## src/agl_pkg.sv

```systemverilog
// Constants and types shared by the adaptive gate level control block
package agl_pkg;

  localparam int CLK_MHZ        = 25;
  localparam int OFFSET_NS      = 300;
  localparam int OFFSET_CYC     = (OFFSET_NS * CLK_MHZ + 999) / 1000;
  localparam int MAX_PULSE_NS   = 20000;
  localparam int MAX_PULSE_CYC  = MAX_PULSE_NS * CLK_MHZ / 1000;
  localparam int STOP_NS        = 40000;
  localparam int STOP_CYC       = STOP_NS * CLK_MHZ / 1000;
  localparam int STRAP_CYCLES   = 5;
  localparam int DIS_LP_CYCLES  = 4;
  localparam int HYST_CYCLES    = 32;
  localparam int NUM_STEPS      = 16;
  localparam int STEP_MV        = 400;
  localparam int BOUND_DIV      = 6;
  localparam int BOUND_OFS      = 6;
  localparam int WAKE_NUM       = 6;
  localparam int WAKE_DEN       = 5;
  localparam int TON_W          = 12;
  localparam int TD_W           = 14;
  localparam int MUL_W          = 20;

  localparam logic [3:0] STEP_LOW  = 4'h0;
  localparam logic [3:0] STEP_HIGH = 4'hf;

  // Pin comparator vector positions
  localparam int PIN_DRAIN   = 0;
  localparam int PIN_DIS     = 1;
  localparam int PIN_CAP     = 2;
  localparam int PIN_VON     = 3;
  localparam int PIN_VOFF    = 4;
  localparam int PIN_AGD_EN  = 5;
  localparam int PIN_AGD_DIS = 6;
  localparam int PIN_AUX_SW  = 7;
  localparam int PIN_AUX_USE = 8;
  localparam int NUM_PINS    = 9;

  typedef enum logic [2:0] {
    ST_OFF   = 3'b000,
    ST_STRAP = 3'b001,
    ST_SLEEP = 3'b010,
    ST_RUN   = 3'b011,
    ST_BURST = 3'b100,
    ST_DIS   = 3'b101
  } agl_state_t;

endpackage

```

## src/agl_step_if.sv

```systemverilog
// Interface between the controller and the gate level step tracker
`timescale 1ns/1ps
`default_nettype none
interface agl_step_if;
  logic       sample;
  logic [4:0] meas;
  logic       adapt_en;
  logic       restart_hi;
  logic       restart_lo;
  logic [3:0] step;
  modport ctrl  (output sample, meas, adapt_en, restart_hi, restart_lo, input step);
  modport track (input sample, meas, adapt_en, restart_hi, restart_lo, output step);
endinterface
`default_nettype wire

```

## src/agl_step_track.sv

```systemverilog
// Gate level step tracker with consecutive-cycle hysteresis
`timescale 1ns/1ps
`default_nettype none
module agl_step_track
  import agl_pkg::*;
#(
  parameter int HYST = HYST_CYCLES
) (
  input wire logic     clk,
  input wire logic     srst,
  agl_step_if.track    sif
);

  logic [3:0] step;
  logic [3:0] next_step;
  logic [5:0] cnt;
  logic [5:0] next_cnt;
  logic       dir_up;
  logic       next_dir_up;
  logic [3:0] target;
  logic       up;

  always_comb begin
    target      = (sif.meas == 5'h00) ? STEP_LOW : 4'(sif.meas - 5'h01);
    up          = target > step;
    next_step   = step;
    next_cnt    = cnt;
    next_dir_up = dir_up;
    if (sif.restart_hi) begin
      next_step = STEP_HIGH;
      next_cnt  = 6'h00;
    end else if (sif.restart_lo) begin
      next_step = STEP_LOW;
      next_cnt  = 6'h00;
    end else if (sif.sample && sif.adapt_en) begin
      if (target == step) begin
        next_cnt = 6'h00;
      end else begin
        next_dir_up = up;
        next_cnt    = (up != dir_up) ? 6'h01 : 6'(cnt + 6'h01);
        if (next_cnt == 6'(HYST)) begin
          next_cnt = 6'h00;
          if (up && step != STEP_HIGH) begin
            next_step = 4'(step + 4'h1);
          end else if (!up && step != STEP_LOW) begin
            next_step = 4'(step - 4'h1);
          end
        end
      end
    end
  end

  always_ff @(posedge clk) begin
    if (srst) begin
      step   <= STEP_HIGH;
      cnt    <= 6'h00;
      dir_up <= 1'b0;
    end else begin
      step   <= next_step;
      cnt    <= next_cnt;
      dir_up <= next_dir_up;
    end
  end

  assign sif.step = step;

  ////////////////////////////////////////////////////////////////////////////
  a_step_hyst: assert property (@(posedge clk) disable iff (srst)
    (step != $past(step) && !$past(sif.restart_hi) && !$past(sif.restart_lo))
      |-> $past(cnt) == 6'(HYST - 1))
    else $error("Step moved without full run of consecutive cycles");
  a_step_single: assert property (@(posedge clk) disable iff (srst)
    (!sif.restart_hi && !sif.restart_lo) |=> (step == $past(step) ||
      step == 4'($past(step) + 4'h1) || step == 4'($past(step) - 4'h1)) && cnt == 6'h00
      || step == $past(step))
    else $error("Step moved by more than one or count not cleared");

endmodule // agl_step_track
`default_nettype wire

```

## src/agl_ctrl.sv

```systemverilog
// Adaptive gate level control: drive timing, level adaptation and supply gating
//
// Notes on behaviour
// - Gate pulse ends at maximum drive width
// - Sixteen gate levels chosen from demag time
// - Boundary n is 300ns plus ton*(n+6)/6
// - Level n is clamp less (16-n) steps
// - Step moves after 32 consecutive agreeing cycles
// - Adaptation enable follows supply with hysteresis
// - Applied level limited by supply-derived step
// - Burst suspends adaptation; restart at highest
// - Sleep exit restarts level at lowest step
// - Disable-pin exit goes to sleep after four disabled cycles, else straight to run with the step kept
// - Low supply closes auxiliary supply switch
// - Five-cycle capacitor check, held until off
// - Sleep enter/exit thresholds on conduction time
`timescale 1ns/1ps
`default_nettype none
module agl_ctrl
  import agl_pkg::*;
#(
  parameter int MAX_PULSE = MAX_PULSE_CYC,
  parameter int STOP_TIME = STOP_CYC
) (
  input  wire logic             CLK,
  input  wire logic             SRST,
  input  wire logic             DRAIN_SENSE_INPUT,
  input  wire logic             DISABLE_PIN,
  input  wire logic             MIN_ON_TIME_PIN,
  input  wire logic             SUPPLY_TURN_ON_OK,
  input  wire logic             SUPPLY_TURN_OFF_OK,
  input  wire logic             ADAPTIVE_ENABLE_OK,
  input  wire logic             ADAPTIVE_DISABLE_OK,
  input  wire logic             AUX_SWITCH_ON_OK,
  input  wire logic             AUX_SUPPLY_INPUT_USED,
  input  wire logic [TON_W-1:0] MIN_ON_CYCLES,
  input  wire logic [3:0]       SUPPLY_LIMIT_STEP,
  input  wire logic [3:0]       SUPPLY_DROP_STEP,
  output logic                  GATE_DRIVE,
  output logic [3:0]            GATE_LEVEL,
  output logic                  AUX_SWITCH,
  output logic                  CAP_PRESENT,
  output logic                  ADAPT_ACTIVE,
  output logic                  LOW_POWER
);

  localparam int PW = $clog2(MAX_PULSE + 1);
  localparam int IW = $clog2(STOP_TIME + 1);
  // Drain comparator idles high; resetting it low would fake a conduction edge
  localparam logic [NUM_PINS-1:0] PIN_IDLE = NUM_PINS'(1) << PIN_DRAIN;

  ////////////////////////////////////////////////////////////////////////////
  // Pin synchronisers: a change counts once stages two and three agree
  logic [NUM_PINS-1:0] pins;
  logic [NUM_PINS-1:0] s1;
  logic [NUM_PINS-1:0] s2;
  logic [NUM_PINS-1:0] s3;
  logic [NUM_PINS-1:0] filt;
  logic [NUM_PINS-1:0] next_filt;

  assign pins = {AUX_SUPPLY_INPUT_USED, AUX_SWITCH_ON_OK, ADAPTIVE_DISABLE_OK,
                 ADAPTIVE_ENABLE_OK, SUPPLY_TURN_OFF_OK, SUPPLY_TURN_ON_OK,
                 MIN_ON_TIME_PIN, DISABLE_PIN, DRAIN_SENSE_INPUT};

  genvar gi;
  generate
    for (gi = 0; gi < NUM_PINS; gi++) begin : g_pin
      always_comb begin
        next_filt[gi] = (s2[gi] == s3[gi]) ? s3[gi] : filt[gi];
      end
    end
  endgenerate

  always_ff @(posedge CLK) begin
    if (SRST) begin
      s1   <= PIN_IDLE;
      s2   <= PIN_IDLE;
      s3   <= PIN_IDLE;
      filt <= PIN_IDLE;
    end else begin
      s1   <= pins;
      s2   <= s1;
      s3   <= s2;
      filt <= next_filt;
    end
  end

  ////////////////////////////////////////////////////////////////////////////
  // Conduction timing: drain sense low means the rectifier conducts
  logic            conducting;
  logic            prev_cond;
  logic            cond_start;
  logic            cond_end;
  logic [TD_W-1:0] tcount;
  logic [TD_W-1:0] next_tcount;
  logic [IW-1:0]   idle;
  logic [IW-1:0]   next_idle;
  logic            stop_seen;

  assign conducting = !filt[PIN_DRAIN];
  assign cond_start = conducting && !prev_cond;
  assign cond_end   = !conducting && prev_cond;
  assign stop_seen  = idle == IW'(STOP_TIME);

  always_comb begin
    next_tcount = tcount;
    next_idle   = idle;
    if (cond_start) begin
      next_tcount = TD_W'(1);
      next_idle   = '0;
    end else if (conducting) begin
      if (tcount != {TD_W{1'b1}}) next_tcount = TD_W'(tcount + TD_W'(1));
    end else if (!stop_seen) begin
      next_idle = IW'(idle + IW'(1));
    end
  end

  always_ff @(posedge CLK) begin
    if (SRST) begin
      prev_cond <= 1'b0; // Matches the idle drain level after reset
      tcount    <= '0;
      idle      <= '0;
    end else begin
      prev_cond <= conducting;
      tcount    <= next_tcount;
      idle      <= next_idle;
    end
  end

  ////////////////////////////////////////////////////////////////////////////
  // Demag boundaries, scaled by six to keep the division exact
  logic [MUL_W-1:0]     t6;
  logic [NUM_STEPS-1:0] met;
  logic [4:0]           meas;
  logic                 sleep_in;
  logic                 sleep_out;

  assign t6 = MUL_W'(tcount) * MUL_W'(BOUND_DIV);

  generate
    for (gi = 0; gi < NUM_STEPS; gi++) begin : g_bound
      assign met[gi] = t6 >= MUL_W'(OFFSET_CYC * BOUND_DIV)
                     + MUL_W'(MIN_ON_CYCLES) * MUL_W'(gi + 1 + BOUND_OFS);
    end
  endgenerate

  always_comb begin
    meas = 5'h00;
    for (int i = 0; i < NUM_STEPS; i++) begin
      meas = 5'(meas + {4'h0, met[i]});
    end
  end

  assign sleep_in  = MUL_W'(tcount) < MUL_W'(MIN_ON_CYCLES) + MUL_W'(OFFSET_CYC);
  assign sleep_out = MUL_W'(tcount) * MUL_W'(WAKE_DEN) >=
                     MUL_W'(MIN_ON_CYCLES) * MUL_W'(WAKE_NUM) + MUL_W'(OFFSET_CYC * WAKE_DEN);

  ////////////////////////////////////////////////////////////////////////////
  // Operating state, drive pulse and supply flags
  agl_state_t state;
  agl_state_t next_state;
  logic [2:0] cyc;
  logic [2:0] next_cyc;
  logic       lp;
  logic       next_lp;
  logic [PW-1:0] pcnt;
  logic [PW-1:0] next_pcnt;
  logic       next_gate;
  logic       next_cap;
  logic       next_aux;
  logic       adapt;
  logic       next_adapt;
  logic       dis;
  logic       vdown;
  logic       restart_hi;
  logic       restart_lo;

  assign dis   = filt[PIN_DIS];
  assign vdown = !filt[PIN_VOFF];

  always_comb begin
    next_state = state;
    next_cyc   = cyc;
    next_lp    = lp;
    next_cap   = CAP_PRESENT;
    restart_hi = 1'b0;
    restart_lo = 1'b0;
    case (state)
      ST_OFF: begin
        next_cyc = 3'h0;
        next_lp  = 1'b0;
        if (filt[PIN_VON]) next_state = ST_STRAP;
      end
      ST_STRAP: begin
        if (cond_end) begin
          next_cap = filt[PIN_CAP];
          next_cyc = 3'(cyc + 3'h1);
          if (next_cyc == 3'(STRAP_CYCLES)) begin
            next_cyc   = 3'h0;
            next_state = dis ? ST_DIS : ST_SLEEP;
          end
        end
      end
      ST_SLEEP: begin
        if (dis) begin
          next_state = ST_DIS;
        end else if (cond_end && sleep_out) begin
          next_state = ST_RUN;
          restart_lo = 1'b1;
        end
      end
      ST_RUN: begin
        if (dis) next_state = ST_DIS;
        else if (stop_seen) next_state = ST_BURST;
        else if (cond_end && sleep_in) next_state = ST_SLEEP;
      end
      ST_BURST: begin
        if (dis) begin
          next_state = ST_DIS;
        end else if (cond_start) begin
          next_state = ST_RUN;
          restart_hi = 1'b1;
        end
      end
      ST_DIS: begin
        if (cond_end && !lp) begin
          next_cyc = 3'(cyc + 3'h1);
          if (next_cyc == 3'(DIS_LP_CYCLES)) next_lp = 1'b1;
        end
        if (!dis) begin
          next_cyc   = 3'h0;
          next_lp    = 1'b0;
          next_state = lp ? ST_SLEEP : ST_RUN;
        end
      end
      default: next_state = ST_OFF;
    endcase
    if (vdown) begin
      next_state = ST_OFF;
      next_cap   = 1'b0;
    end
  end

  // Gate turns on only at a fresh conduction edge, so the first cycle
  // after burst resumption is skipped without extra logic.
  always_comb begin
    next_gate = GATE_DRIVE;
    next_pcnt = pcnt;
    if (state != ST_RUN || next_state != ST_RUN) begin
      next_gate = 1'b0;
      next_pcnt = '0;
    end else if (cond_start) begin
      next_gate = 1'b1;
      next_pcnt = '0;
    end else if (GATE_DRIVE) begin
      next_pcnt = PW'(pcnt + PW'(1));
      if (cond_end || next_pcnt == PW'(MAX_PULSE)) next_gate = 1'b0;
    end
  end

  always_comb begin
    next_adapt = adapt;
    if (!filt[PIN_AGD_DIS]) next_adapt = 1'b0;
    else if (filt[PIN_AGD_EN]) next_adapt = 1'b1;
    next_aux = AUX_SWITCH;
    if (!filt[PIN_AUX_SW]) next_aux = 1'b1;
    else if (filt[PIN_VON]) next_aux = 1'b0;
  end

  always_ff @(posedge CLK) begin
    if (SRST) begin
      state       <= ST_OFF;
      cyc         <= 3'h0;
      lp          <= 1'b0;
      pcnt        <= '0;
      GATE_DRIVE  <= 1'b0;
      CAP_PRESENT <= 1'b0;
      AUX_SWITCH  <= 1'b0;
      adapt       <= 1'b0;
    end else begin
      state       <= next_state;
      cyc         <= next_cyc;
      lp          <= next_lp;
      pcnt        <= next_pcnt;
      GATE_DRIVE  <= next_gate;
      CAP_PRESENT <= next_cap;
      AUX_SWITCH  <= next_aux;
      adapt       <= next_adapt;
    end
  end

  ////////////////////////////////////////////////////////////////////////////
  // Step tracker and applied level
  agl_step_if sif ();
  assign sif.sample     = cond_end && state == ST_RUN;
  assign sif.meas       = meas;
  assign sif.adapt_en   = adapt;
  assign sif.restart_hi = restart_hi;
  assign sif.restart_lo = restart_lo;

  agl_step_track #(.HYST(HYST_CYCLES)) u_track (
    .clk  (CLK),
    .srst (SRST),
    .sif  (sif)
  );

  logic [3:0] lim;
  logic [3:0] base;
  logic [3:0] next_level;

  // Level index n-1 maps to clamp less (15-index) analog steps
  always_comb begin
    lim        = filt[PIN_AUX_USE] ? SUPPLY_LIMIT_STEP : SUPPLY_DROP_STEP;
    base       = adapt ? sif.step : STEP_HIGH;
    next_level = (base < lim) ? base : lim;
  end

  always_ff @(posedge CLK) begin
    if (SRST) begin
      GATE_LEVEL   <= STEP_LOW;
      ADAPT_ACTIVE <= 1'b0;
      LOW_POWER    <= 1'b0;
    end else begin
      GATE_LEVEL   <= next_level;
      ADAPT_ACTIVE <= adapt && state == ST_RUN;
      LOW_POWER    <= next_state == ST_SLEEP || next_state == ST_BURST || next_lp;
    end
  end

  ////////////////////////////////////////////////////////////////////////////
  a_pulse_max: assert property (@(posedge CLK) disable iff (SRST)
    GATE_DRIVE |-> pcnt < PW'(MAX_PULSE))
    else $error("Drive pulse exceeded maximum width");
  a_level_limit: assert property (@(posedge CLK) disable iff (SRST)
    GATE_LEVEL <= $past(lim))
    else $error("Applied level above supply limit");
  a_burst_high: assert property (@(posedge CLK) disable iff (SRST)
    (state == ST_BURST && cond_start && !dis && !vdown) |=> sif.step == STEP_HIGH)
    else $error("Burst exit did not restart at highest step");
  a_sleep_low: assert property (@(posedge CLK) disable iff (SRST)
    (state == ST_SLEEP && cond_end && sleep_out && !dis && !vdown)
      |=> state == ST_RUN && sif.step == STEP_LOW)
    else $error("Sleep exit did not restart at lowest step");
  a_dis_exit: assert property (@(posedge CLK) disable iff (SRST)
    (state == ST_DIS && lp && !dis && !vdown) |=> state == ST_SLEEP)
    else $error("Disable exit skipped the sleep wake check");
  a_adapt_off: assert property (@(posedge CLK) disable iff (SRST)
    !filt[PIN_AGD_DIS] |=> !adapt ##1 !ADAPT_ACTIVE)
    else $error("Adaptation stayed on below disable threshold");
  a_aux_close: assert property (@(posedge CLK) disable iff (SRST)
    !filt[PIN_AUX_SW] |=> AUX_SWITCH)
    else $error("Auxiliary switch not closed at low supply");
  a_strap_hold: assert property (@(posedge CLK) disable iff (SRST)
    ($past(state) != ST_STRAP && state != ST_OFF) |-> $stable(CAP_PRESENT))
    else $error("Capacitor result changed outside its check");
  a_sleep_enter: assert property (@(posedge CLK) disable iff (SRST)
    (state == ST_RUN && cond_end && sleep_in && !dis && !vdown && !stop_seen)
      |=> state == ST_SLEEP && !GATE_DRIVE)
    else $error("Short conduction did not enter sleep");
  a_meas_range: assert property (@(posedge CLK) disable iff (SRST)
    meas <= 5'(NUM_STEPS) && (meas == 5'h00 || met[4'(meas - 5'h01)]))
    else $error("Measured step out of range");

  c_burst_exit: cover property (@(posedge CLK) disable iff (SRST)
    state == ST_BURST ##1 state == ST_RUN);
  c_sleep_wake: cover property (@(posedge CLK) disable iff (SRST)
    state == ST_SLEEP ##1 state == ST_RUN);
  c_max_cut: cover property (@(posedge CLK) disable iff (SRST)
    GATE_DRIVE && conducting ##1 !GATE_DRIVE && conducting);

endmodule // agl_ctrl
`default_nettype wire

```

## config.mk

```make
export PLATFORM = sky130hd
export DESIGN_NAME = agl_ctrl
export DESIGN_NICKNAME = d
export VERILOG_FILES = /design/src/agl_pkg.sv /design/src/agl_step_if.sv /design/src/agl_step_track.sv /design/src/agl_ctrl.sv
export SDC_FILE = /design/constraint.sdc
export NUM_CORES = 1
export LEC_CHECK = 0
export BUFFER_PORTS_ARGS = -buffer_cell sky130_fd_sc_hd__buf_2
export CAP_MARGIN = 20
export CORE_ASPECT_RATIO = 1.25
export CORE_UTILIZATION = 33
export CTS_CLUSTER_DIAMETER = 120
export DETAILED_ROUTE_END_ITERATION = 16
export SLEW_MARGIN = 20
export SYNTH_ARGS = -nofsm -noshare
export SYNTH_HDL_FRONTEND = slang
export SYNTH_HIERARCHICAL = 1
export SYNTH_SLANG_ARGS = --single-unit
```

## constraint.sdc

```tcl
create_clock -name CLK -period 18.1 [get_ports CLK]
set_input_delay 4.525 -clock CLK [delete_from_list [all_inputs] [get_ports CLK]]
set_output_delay 4.525 -clock CLK [all_outputs]
set_load 0.1 [all_outputs]
```

# After elaboration in Yosys (flattened, before gate mapping)
# Index checks and enable logic that the tools add are counted.
# Widths: inputs -> output; s select.
dict set report classes {
  n_addsub 41
  multipliers 17
  order_cmp 20
  eq_ne 32
  mux 51
  n_bitwise 7
  reduce_logical 40
}
# op count
set op_table {}
lappend op_table {{$add 6x16->17 const A} 8}
lappend op_table {{$ge 17x17->1} 8}
lappend op_table {{$add 6x17->18 const A} 6}
lappend op_table {{$ge 17x18->1} 6}
lappend op_table {{$mul 12x4->16 const B} 6}
lappend op_table {{$mul 12x3->15 const B} 4}
lappend op_table {{$add 5x1->5} 11}
lappend op_table {{$ge 17x16->1} 3}
lappend op_table {{$mul 12x5->17 const B} 3}
lappend op_table {{$mux 3} 17}
lappend op_table {{$mux 4} 10}
lappend op_table {{$add 6x15->16 const A} 2}
lappend op_table {{$mul 12x2->14 const B} 2}
lappend op_table {{$mux 1} 18}
lappend op_table {{$mux 6} 3}
lappend op_table {{$pmux 3 s6} 1}
lappend op_table {{$mul 14x3->17 const B} 1}
lappend op_table {{$add 15x6->16 const B} 1}
lappend op_table {{$mul 14x2->16 const B} 1}
lappend op_table {{$eq 3x3->1 const B} 5}
lappend op_table {{$add 14x1->14 const B} 1}
lappend op_table {{$lt 14x13->1} 1}
lappend op_table {{$ne 14x14->1 const B} 1}
lappend op_table {{$add 12x4->13 const B} 1}
lappend op_table {{other kinds (41)} 88}
dict set report word_totals {
  ff_bits 98
  input_bits 31
  out_inout_bits 9
}

# Logic depth before layout (Yosys ltp)
# Gate-level depths: netlist of the first run.
dict set report depth {
  word_depth 29
  ltp_mapped 46
  mapped_depth_nobuf 45
}

# By module
# The synthesis of the first run kept the hierarchy.
# module n_inst cells_per_inst area_per_inst_um2 seq_area_each_um2
set modules_own_cells {}
lappend modules_own_cells {agl_ctrl 1 2558 21705.8 1741.7}
lappend modules_own_cells {agl_step_track 1 124 1009.7 220.2}

# Worst setup path before layout of the first run
# OpenSTA, ideal clock, no wires.
dict set report synth_path {
  path_kind {input-to-reg}
  from {in MIN_ON_CYCLES[1]}
  to {reg u_track.step[3] (netlist: u_track/sif.step[3])}
  setup_time_ns 0.087
  arrival_time_ns 14.236
  required_time_ns 18.013
  slack_ns 3.777
  stages 44
  path_cell_list {inv_1 > fa_1 > inv_1 > ha_1 > ha_1 > inv_1 > fa_1 > nor2b_1 > o21a_1 > o21ai_0 > a21oi_1 > nor2_1 > o31ai_1 > nor4_1 > a211o_1 > ha_1 > o21a_1 > o21ai_0 > [... 8 more ...] > fa_1 > inv_1 > ha_1 > fa_1 > xor2_1 > nor3_1 > mux2_2 > ha_1 > and4_1 > buf_2 > nor2_1 > o21ai_0 > ha_1 > a21o_1 > a21o_1 > a211oi_1 > nor4b_1 > o31ai_1}
}
dict set report synth_via {
  elab_chain_len 27
  word_cells_on_any_way 89
  classes_between {33 x add/sub; 15 x mul; 18 x order compare; 4 x eq/ne; 10 x mux; 9 x reduce/logical}
}
# item line
set synth_rtl {}
lappend synth_rtl {{from (decl)} agl_ctrl.sv:36} ;# input wire logic [TON_W-1:0] MIN_ON_CYCLES,
lappend synth_rtl {{$mul 12x3->15} agl_ctrl.sv:143} ;# + MUL_W'(MIN_ON_CYCLES) * MUL_W'(gi + 1 + BOUND_OFS);
lappend synth_rtl {{$add 6x15->16} agl_ctrl.sv:143}
lappend synth_rtl {{$ge 17x16->1} agl_ctrl.sv:142} ;# assign met[gi] = t6 >= MUL_W'(OFFSET_CYC * BOUND_DIV)
lappend synth_rtl {{$add 1x1->2} agl_ctrl.sv:150} ;# meas = 5'(meas + {4'h0, met[i]});
lappend synth_rtl {{$add 2x1->3} agl_ctrl.sv:150}
lappend synth_rtl {{$add 3x1->4} agl_ctrl.sv:150}
lappend synth_rtl {{$add 4x1->5} agl_ctrl.sv:150}
lappend synth_rtl {{$add 5x1->5 (10 in a row)} agl_ctrl.sv:150}
lappend synth_rtl {{$add 5x1->5 (*)} agl_ctrl.sv:150}
lappend synth_rtl {{named net meas[2]} agl_ctrl.sv:134} ;# logic [4:0] meas;
lappend synth_rtl {{$sub 4x1->4 / $logic_not 5->1 (equally long branches)} agl_step_track.sv:24} ;# target = (sif.meas == 5'h00) ? STEP_LOW : 4'(sif.meas - 5'h01);
lappend synth_rtl {{$mux 4 (*)} agl_step_track.sv:24}
lappend synth_rtl {{branches (longest 7 deep; another with $gt 4x4->1)} n/a}
lappend synth_rtl {{to (signal assigned)} agl_step_track.sv:59} ;# step <= next_step;
lappend synth_rtl {{to (decl)} agl_step_track.sv:14} ;# logic [3:0] step;
# Mark *: on every way through the listed nets, which the timed path passes. The select of a mux whose other input is x is not followed.
# A chain may end at the register's enable or synchronous reset.

# Final worst setup path of the first run
dict set report layout_path {
  from {in MIN_ON_CYCLES[2]}
  to {reg u_track.step[3] (netlist: u_track/sif.step[3])}
}
# The elaborated chain is that of the path after synthesis.

==> results of run 1 <==
## final cells by class
| cell class | instances | area share, % |
|---|---|---|
| timing repair buffer | 64 | 1.56 |
| sequential | 98 | 8.02 |
| inverter | 262 | 4.02 |
| multi-input combinational | 2294 | 80.7 |
| clock inverter | 6 | 0.302 |
| clock buffer | 10 | 0.935 |
| tap | 872 | 4.46 |
## metal layers
| layer | up-vias | wire length, µm |
|---|---|---|
| li1 | 9625 | - |
| met3 | 89 | 1680 |
| met2 | 295 | 31100 |
| met1 | 9088 | 29300 |
| met5 | - | 0 |
| met4 | 0 | 1630 |
## power by group through the flow
stage | Clock (W) | Sequential (W) | Combinational, W
finish | 0.000196 | 0.000221 | 0.00104
CTS | 0.000205 | 0.000221 | 0.00104
floorplan | 0 | 0.000231 | 0.000802
global placement | 0 | 0.000226 | 0.00102
global route | 0.000213 | 0.000222 | 0.00118
detailed placement | 0 | 0.000226 | 0.00103
## how the worst max path moves through the flow
| stage | end | slack, ps | depth (start not counted) |
|---|---|---|---|
| floorplan | u_track/sif.step[3]$_SDFFE_PP1P_ | 3780 | 44 |
| global placement | u_track/sif.step[3]$_SDFFE_PP1P_ | 1960 | 45 |
| detailed placement | u_track/sif.step[3]$_SDFFE_PP1P_ | 1790 | 45 |
| CTS | u_track/sif.step[3]$_SDFFE_PP1P_ | 2140 | 45 |
| global route | u_track/sif.step[3]$_SDFFE_PP1P_ | 1310 | 45 |
| finish | u_track/sif.step[3]$_SDFFE_PP1P_ | 2200 | 44 |
## sequential cells by signal, summed over array words and instances (netlist names), 3 cells and up
signal and cells:
GATE_LEVEL 4, idle 10, pcnt 9, s2 9, s3 9, state 3, cyc 3, u_track/sif.step 4
filt 9, s1 9, tcount 14, u_track/cnt 6
## worst register-to-register path, delay by kind of cell, from the launching register on
kind	cells	cell delay, ps
and+or+nand+nor	8	1660
adders and majority gates	11	4610
muxes	1	360
buffers and inverters	4	580
AOI/OAI and AO/OA	13	3440
xor gates and xnor gates	2	350
DFF	1	440
## stage by stage
stage / util [%] / setup WS, ps
after global placement: 35.5 / 1960
final: 35.9 / 2200
after global routing: 35.9 / 1310
after CTS: 35.9 / 2140
after detailed placement: 35.5 / 1790
after floorplan: - / 3780
## layout by cell type (no fill, tap or decap), types with 10 or more instances in the layout
cell       instances
and4_1            10
and3_1            17
o21a_1            39
mux2i_1           12
nand2b_1          48
a31oi_1           21
nor4_1            17
xnor2_1          144
a211o_1           11
nor3_1            45
or3_1             19
buf_2             39
nor2_1           178
o211ai_1          24
a211oi_1          25
inv_1            260
o31ai_1           19
ha_1             568
o21bai_1          25
a21oi_1          145
nand4_1           37
xor2_1           117
or2_2             16
fa_1             115
o21ai_0          138
nand2_1          137
nor2b_1           77
nand3_1           58
buf_4             25
a2111oi_0         10
a21o_1            73
dfxtp_1           98
## kinds of logic (layout without fill, tap and decap cells)
group | count (synthesis) | after routing
xor gates and xnor gates | 276 | 276
buffers and inverters | 290 | 342
AOI/OAI and AO/OA | 623 | 623
and+or+nand+nor | 698 | 698
DFF | 98 | 98
muxes | 13 | 13
adders and majority gates | 684 | 684
==> impl_metrics.tcl, run 1 <==
set metrics [dict create \
    required_ps 18310 \
    vias_per_cell 5.30 \
    cts_root_buf "clkbuf_16" \
    synthSimpleGateAreaFrac_pct 15.7 \
    portBuffers 39 \
    post-cts-setup-buffers 0 \
    met1_usage_pct 23.4 \
    grt_overflow 0 \
    pwr-share-comb_pct 71.4 \
    drtIter0Drc 897 \
    yosysMostFrequentCell "ha_1" \
    clock_latency_ps 350 \
    fin_crit_ps 15900 \
    fin_setup_tns_ps 0 \
    synth-compound-area-share_pct 18.1 \
    grt_pass1_vias 18900 \
    fin_crit_sh_pct 87.9 \
    numCtsBuffers 9 \
    clkSinkCount 98 \
    cts_hold_buf 0 \
    syn_to_final_growth_pct 7.75 \
    holdWs_ps 412 \
    die_area_mm2 0.0699 \
    ios 40 \
    crit_fanout 18 \
    synth_top_family_by_area "adder cells" \
    status "complete, no violations" \
    synth.distinct_cells 86 \
    muxShareOfSynthArea_pct 0.578 \
    synth_area_mm2 0.0227 \
    met2_usage_pct 33.5 \
    gr-usage-met3_pct 1.11 \
    place_congestion 0.896 \
    clk_pin_slew_ps 70 \
    pwr-share-seq_pct 15.2 \
    hold_depth 1 \
    ys.flop_type "dfxtp_1" \
    rsz0062_at_grt "no" \
    antenna_found_initial 0 \
    placed_cell_area_mm2 0.0242 \
    yosys.area.top_type "ha_1" \
    hpwl_mm 50.2 \
    multi_input_area_mm2 0.0198 \
    syn_nets 3396 \
    synth-edff-count 0 \
    ff2ff_path_depth 39 \
    finalPower_w 0.00146 \
    regToRegEndpoint "u_track/sif.step[3]$_SDFFE_PP1P_" \
    min_from "s1[0]$_SDFF_PP1_" \
    numPlacedInstances 3590 \
    slowest_stage "a211oi_1" \
    cts_max_level 3 \
    coreArea_mm2 0.0681 \
    cp_num_buf_inv 7 \
    postRouteAntennaNets 0 \
    end_kind "flop" \
    synth.area.top_cells "ha_1, fa_1, dfxtp_1" \
    setup_violations 0 \
    cts_tree "yes" \
    fin_area_mm2 0.0245 \
    cp.arrival_ps 16110 \
    fin_nets 3443 \
    fp.dieH_um 295 \
    synthArstFlopShare_pct 0 \
    instances_no_fill 3606 \
    dr.pass1.iters 5 \
    yosys.area_share.xor_xnor_pct 10.8 \
    finClkSkew_ps 8.86 \
    ys_ff_latch 98 \
    worst_r2r_startpoint "tcount[1]$_SDFFE_PP0P_" \
    p_leak_nw 12.0 \
    totalWireLength_mm 63.7 \
    worstSetupStartpoint "MIN_ON_CYCLES[2]" \
    ff_latch_area_mm2 0.00196 \
    grt_pass1_wl_mm 103 \
    grt_use_total_pct 18.4 \
    grt_max_degree 59 \
    r2r_setup_slack_ps 6550 \
    die_w_um 237 \
    crit_top_cell "fa_1" \
    max_stage_delay_ps 650 \
    busiest_layer "met2" \
    ys_warn_count 6 \
    p_per_area_mw_per_mm2 59.5 \
    num_vias 19100 \
    wl_per_cell_um 17.7 \
    cap_violations 0 \
    hold_path_class "reg -> reg" \
    worstMarginPinSlew_ps 1160 \
    fmax_ghz 0.0629 \
    initial_core_util_pct 33.3 \
    synth.yosys.seq_area_share_pct 8.64 \
    path_delay_family "adder cells" \
    min_to "s2[0]$_SDFF_PP1_" \
    power.internal_w 0.000773 \
    fillers 7035 \
    start_kind "input port" \
    max-vdd-ir-drop_v 0.0000450 \
    hold_viol 0 \
    relSlewSlack_pct 22.2 \
    crit_type "in -> reg" \
    synthTopCellsByCount "ha_1, inv_1, nor2_1, xnor2_1, a21oi_1" \
    drc 0 \
    drive_gt1_share_pct 5.05 \
    clk_path_buf_depth 2 \
    slew_violations 0 \
    rows 107 \
    clkPwrFrac_pct 13.5 \
    p_sw_share_pct 47.0 \
    netlist_instances 2682 \
    yosysTopAreaCellShare_pct 31.3 \
    antenna_cells 0 \
    avgSynthCellArea_um2 8.47 \
    cts_resized 0 \
    synthAdderAreaFrac_pct 41.5 \
    switchingPower_w 0.000684 \
]
Power figures use the tool's default switching activity.
==> run 2: changes to the inputs <==
--- a/config.mk
+++ b/config.mk
@@ -5,6 +5,7 @@
 export SDC_FILE = /design/constraint.sdc
 export NUM_CORES = 1
 export LEC_CHECK = 0
+export ABC_AREA = 1
 export BUFFER_PORTS_ARGS = -buffer_cell sky130_fd_sc_hd__buf_2
 export CAP_MARGIN = 20
 export CORE_ASPECT_RATIO = 1.25
==> impl_metrics.tcl, run 2 <==
set metrics [dict create \
    status "complete, no violations" \
    initial_core_util_pct 33.5 \
    wl_per_cell_um 16.1 \
    drtIter0Drc 1102 \
    hold_viol 0 \
    synth-edff-count 0 \
    finalPower_w 0.00157 \
    totalWireLength_mm 70.5 \
    ys_ff_latch 98 \
    min_to "s2[6]$_SDFF_PP0_" \
    worst_r2r_startpoint "tcount[1]$_SDFFE_PP0P_" \
    synthAdderAreaFrac_pct 38.8 \
    postRouteAntennaNets 0 \
    synth-compound-area-share_pct 12.4 \
    synth.yosys.seq_area_share_pct 8.08 \
    cts_resized 0 \
    grt_pass1_wl_mm 112 \
    fp.dieH_um 305 \
    end_kind "flop" \
    clkPwrFrac_pct 12.6 \
    drc 0 \
    clk_path_buf_depth 2 \
    regToRegEndpoint "u_track/sif.step[3]$_SDFFE_PP1P_" \
    r2r_setup_slack_ps 8340 \
    yosys.area.top_type "ha_1" \
    grt_max_degree 46 \
    rsz0062_at_grt "no" \
    p_leak_nw 13.7 \
    num_vias 22000 \
    top_regs "tcount: 14 flops, idle: 10 flops" \
    drive_gt1_share_pct 6.28 \
    cap_violations 0 \
    hpwl_mm 56.5 \
    finish.utilization_pct 36.1 \
    synth_top_family_by_area "adder cells" \
    start_kind "input port" \
    ys_warn_count 6 \
    ys.flop_type "dfxtp_1" \
    fin_crit_ps 14560 \
    pwr-share-comb_pct 73.3 \
    slowest_stage "xnor2_1" \
    cts_hold_buf 0 \
    portBuffers 39 \
    post-cts-setup-buffers 0 \
    die_w_um 245 \
    cts_root_buf "clkbuf_16" \
    syn_nets 4076 \
    hold_depth 2 \
    pwr-share-seq_pct 14.1 \
    hold_path_class "reg -> reg" \
    power.internal_w 0.000758 \
    fin_crit_sh_pct 80.4 \
    final_common_cell "nand2_1" \
    cp.arrival_ps 14800 \
    avgSynthCellArea_um2 7.22 \
    required_ps 18340 \
    grt_overflow 0 \
    numCtsBuffers 9 \
    grt_use_total_pct 18.9 \
    crit_type "in -> reg" \
    finClkSkew_ps 8.69 \
    netlist_instances 3362 \
    crit_fanout 26 \
    max_stage_delay_ps 650 \
    fmax_ghz 0.0687 \
    clkSinkCount 98 \
    worstMarginPinSlew_ps 954 \
    synth.area.top_cells "ha_1, nand2_1, fa_1" \
    top_register "tcount" \
    yosysTopAreaCellShare_pct 29.3 \
    relSlewSlack_pct 36.3 \
    largest_reg_flops 14 \
    muxShareOfSynthArea_pct 0.206 \
    cts_max_level 3 \
    yosys.area_share.xor_xnor_pct 8.65 \
    clk_pin_slew_ps 70 \
    p_sw_share_pct 51.6 \
    fin_setup_tns_ps 0 \
    synthSimpleGateAreaFrac_pct 23.2 \
    die_area_mm2 0.0746 \
    min_from "s1[6]$_SDFF_PP0_" \
    synthArstFlopShare_pct 0 \
    max-vdd-ir-drop_v 0.0000682 \
    switchingPower_w 0.000807 \
    synth.distinct_cells 70 \
    setup_violations 0 \
    cts_tree "yes" \
    ff2ff_path_depth 50 \
    yosysMostFrequentCell "nand2_1" \
    antenna_found_initial 1 \
    ios 40 \
    fin_nets 4133 \
    p_per_area_mw_per_mm2 59.9 \
    syn_to_final_growth_pct 7.67 \
    layout_common_cells "nand2_1, ha_1, inv_1, a21oi_1, nor2_1" \
    synth_area_mm2 0.0243 \
    vias_per_cell 5.02 \
    rows 110 \
    antenna_cells 0 \
    slew_violations 0 \
    clock_latency_ps 360 \
    place_congestion 0.910 \
    synthTopCellsByCount "nand2_1, ha_1, inv_1, a21oi_1, nor2_1" \
    crit_top_cell "nand2_1" \
    grt_pass1_vias 21100 \
    dr.pass1.iters 7 \
    coreArea_mm2 0.0724 \
]
-- run 2: cell count changes in the layout (fill, tap and decap cells not counted), moves of 48 or more --
cell      delta
nand2_1    +489
inv_1      +256
a21oi_1    +126
nand3_1    +103
xnor2_1     -90
nor2b_1     -77
nor2_1      +75
a21o_1      -58
nand2b_1    -48
-- run 2: kinds of logic (layout without fill, tap and decap cells) --
family	count (synthesis)	count (layout)
multiplexers	5	5
adder cells (fa/ha/maj)	684	684
flip-flops	98	98
buffers and inverters	557	619
AO/OA/AOI/OAI	524	524
XOR/XNOR	226	226
AND/OR/NAND/NOR	1268	1268
-- run 2: stage by stage --
step                      setup slack (ps)  cells  instance area, µm²  hold slack (ps)
after global placement                3220   4360               25800              392
final                                 3540   4376               26100              393
after global routing                  2760   4376               26100              400
after floorplan                       4870   3362               24300              388
after detailed placement              3180   4360               25800              393
after CTS                             3520   4376               26100              396
-- run 2: per-layer routing --
| layer | up-vias | share of wire (%) | track usage [%] |
|---|---|---|---|
| met4 | 0 | 4.4 | 7.89 |
| met1 | 10100 | 45 | 23.9 |
| met2 | 421 | 47 | 32.6 |
| met5 | - | 0 | 0 |
| li1 | 11300 | - | - |
| met3 | 140 | 3.8 | 1.66 |
-- run 2: area by class of cell --
class	count	area [µm²]
Clock inverter	7	76.3
Multi-Input combinational cell	2707	20300
Timing Repair Buffer	64	383
Fill cell	7846	46300
Sequential cell	98	1960
Inverter	539	2020
Tap cell	952	1190
Clock buffer	9	225
-- run 2: worst max path at each step --
stage	depth (start not counted)	start	slack (ps)	to
2_1_floorplan	49	MIN_ON_CYCLES[1]	4870	u_track/sif.step[3]$_SDFFE_PP1P_
3_3_place_gp	58	MIN_ON_CYCLES[3]	3220	u_track/sif.step[3]$_SDFFE_PP1P_
3_5_place_dp	52	MIN_ON_CYCLES[1]	3180	u_track/sif.step[3]$_SDFFE_PP1P_
4_1_cts	52	MIN_ON_CYCLES[1]	3520	u_track/sif.step[3]$_SDFFE_PP1P_
5_1_grt	52	MIN_ON_CYCLES[1]	2760	u_track/sif.step[3]$_SDFFE_PP1P_
6_report	53	MIN_ON_CYCLES[3]	3540	u_track/sif.step[3]$_SDFFE_PP1P_
-- run 2: power by group through the flow --
stage               clock [W]  combinational, W  sequential [W]
finish               0.000197           0.00115        0.000221
global route         0.000213           0.00131        0.000221
CTS                  0.000202           0.00115        0.000221
detailed placement          0           0.00114        0.000226
global placement            0           0.00113        0.000226
floorplan                   0          0.000883        0.000231
-- run 2: worst max-delay path, delay by kind of cell --
| kind | cells | cell delay [ps] |
|---|---|---|
| AO/OA/AOI/OAI | 2 | 340 |
| XOR/XNOR | 2 | 920 |
| adder cells (fa/ha/maj) | 13 | 4710 |
| buffers and inverters | 9 | 1080 |
| AND/OR/NAND/NOR | 27 | 3200 |
==> run 3: changes to the inputs <==
--- a/config.mk
+++ b/config.mk
@@ -5,7 +5,7 @@
 export SDC_FILE = /design/constraint.sdc
 export NUM_CORES = 1
 export LEC_CHECK = 0
-export ABC_AREA = 1
+export ABC_AREA = 0
 export BUFFER_PORTS_ARGS = -buffer_cell sky130_fd_sc_hd__buf_2
 export CAP_MARGIN = 20
 export CORE_ASPECT_RATIO = 1.25
==> constraint.sdc (replaced) <==
create_clock -name CLK -period 14.6 [get_ports CLK]
set_input_delay 3.65 -clock CLK [delete_from_list [all_inputs] [get_ports CLK]]
set_output_delay 3.65 -clock CLK [all_outputs]
set_load 0.1 [all_outputs]
==> impl_metrics.tcl, run 3 (synthesized netlist as in run 1, its figures left out) <==
set metrics [dict create \
    fp.dieH_um 295 \
    required_ps 14820 \
    clk_pin_slew_ps 70 \
    syn_to_final_growth_pct 8.59 \
    dp_slack_ps 176 \
    grt_max_degree 59 \
    antenna_found_initial 0 \
    portBuffers 39 \
    rows 107 \
    cts_root_buf "clkbuf_16" \
    grt_use_total_pct 18.8 \
    num_vias 19200 \
    p_leak_nw 12.1 \
    hpwl_mm 52.1 \
    drc 0 \
    cp_num_buf_inv 5 \
    max_stage_delay_ps 640 \
    fin_nets 3471 \
    finClkSkew_ps 12.8 \
    postRouteAntennaNets 0 \
    fillers 7017 \
    top_register "tcount" \
    totalWireLength_mm 65.4 \
    hold_viol 0 \
    grt_overflow 0 \
    post-cts-setup-buffers 0 \
    rsz0062_at_grt "no" \
    drive_gt1_share_pct 5.98 \
    dr.pass1.iters 5 \
    relSlewSlack_pct 35.5 \
    setup_violations 0 \
    top_regs "tcount: 14 flops, idle: 10 flops" \
    path_delay_family "adder cells" \
    initial_core_util_pct 33.3 \
    layout_common_cells "ha_1, inv_1, nor2_1, a21oi_1, xnor2_1" \
    cts_max_level 3 \
    crit_fanout 7 \
    fin_crit_ps 13780 \
    wl_per_cell_um 18.0 \
    crit_type "in -> reg" \
    numCtsBuffers 9 \
    cts_tree "yes" \
    ios 40 \
    fin_setup_tns_ps 0 \
    start_kind "input port" \
    die_w_um 237 \
    grt_pass1_wl_mm 103 \
    clkSinkCount 98 \
    fmax_ghz 0.0726 \
    clock_latency_ps 350 \
    clk_path_buf_depth 2 \
    slowest_stage "a2111oi_0" \
    place_congestion 0.903 \
    grt_pass1_vias 18900 \
    crit_top_cell "ha_1" \
    vias_per_cell 5.30 \
    p_per_area_mw_per_mm2 72.9 \
    status "complete, no violations" \
    die_area_mm2 0.0699 \
    fin_crit_sh_pct 94.4 \
    cap_violations 0 \
    end_kind "flop" \
    slew_violations 0 \
    final_common_cell "ha_1" \
    setup_slack_ps 822 \
    largest_reg_flops 14 \
    coreArea_mm2 0.0681 \
    antenna_cells 0 \
    cp.arrival_ps 13990 \
    drtIter0Drc 966 \
    hold_path_class "reg -> reg" \
    worstMarginPinSlew_ps 967 \
    cts_hold_buf 0 \
    max-vdd-ir-drop_v 0.0000480 \
]
run 3: cell count changes in the layout (fill, tap and decap cells not counted), sizes merged, moves of 25 or more:
cell,delta
nand2,-506
inv,-274
a21oi,-130
nand3,-116
nor2,-96
xnor2,+95
nor2b,+78
a21o,+57
nand2b,+48
xor2,-45
o21ai,+33
o21a,+30
buf,+28
nand4,-25
run 3: power breakdown:
part           internal [W]  switching, W  total [W]
Combinational      0.000557      0.000749    0.00131
Clock              0.000116      0.000101   0.000217
Sequential         0.000272    0.00000212   0.000274
Total              0.000945      0.000853    0.00180
run 3: cell type report:
type                            instances  area [µm²]  area share [%]
Tap cell                              872        1090            4.42
Multi-Input combinational cell       2294       19800            80.1
Clock buffer                           12         236           0.959
Sequential cell                        98        1960            7.95
Clock inverter                          3        25.0           0.101
Timing Repair Buffer                   92         606            2.45
Inverter                              262         983            3.99
run 3: routing by layer:
layer  vias to the layer above  track usage, %  wire (µm)
met5                         -               0          0
met3                       107            1.50       2600
met2                       363            33.4      31200
met4                         0            6.70       2370
li1                       9691               -          -
met1                      9083            23.7      29300
run 3: metrics by stage:
step / instance area, µm² / hold slack, ps / utilization (%) / power (W) / instances
after floorplan: 22700 / 389 / - / 0.00128 / 2682
after global placement: 24400 / 391 / 35.8 / 0.00157 / 3618
after detailed placement: 24400 / 396 / 35.8 / 0.00157 / 3618
after CTS: 24700 / 402 / 36.2 / 0.00180 / 3633
after global routing: 24700 / 450 / 36.2 / 0.00200 / 3633
final: 24700 / 403 / 36.2 / 0.00180 / 3633
run 3: worst paths after layout:
kind	slack, ps	startpoint	end	cells after the start
hold / removal	400	s1[0]$_SDFF_PP1_	s2[0]$_SDFF_PP1_	1
hold reg to reg	400	s1[0]$_SDFF_PP1_	s2[0]$_SDFF_PP1_	1
setup reg to reg	3740	tcount[0]$_SDFFE_PP0P_	u_track/sif.step[3]$_SDFFE_PP1P_	42
setup / recovery	820	MIN_ON_CYCLES[2]	u_track/sif.step[3]$_SDFFE_PP1P_	44
run 3: what timing repair did:
action	in CTS	in global routing
gates resized for setup	0	3
setup endpoints to repair	0	3
hold endpoints to repair	0	0
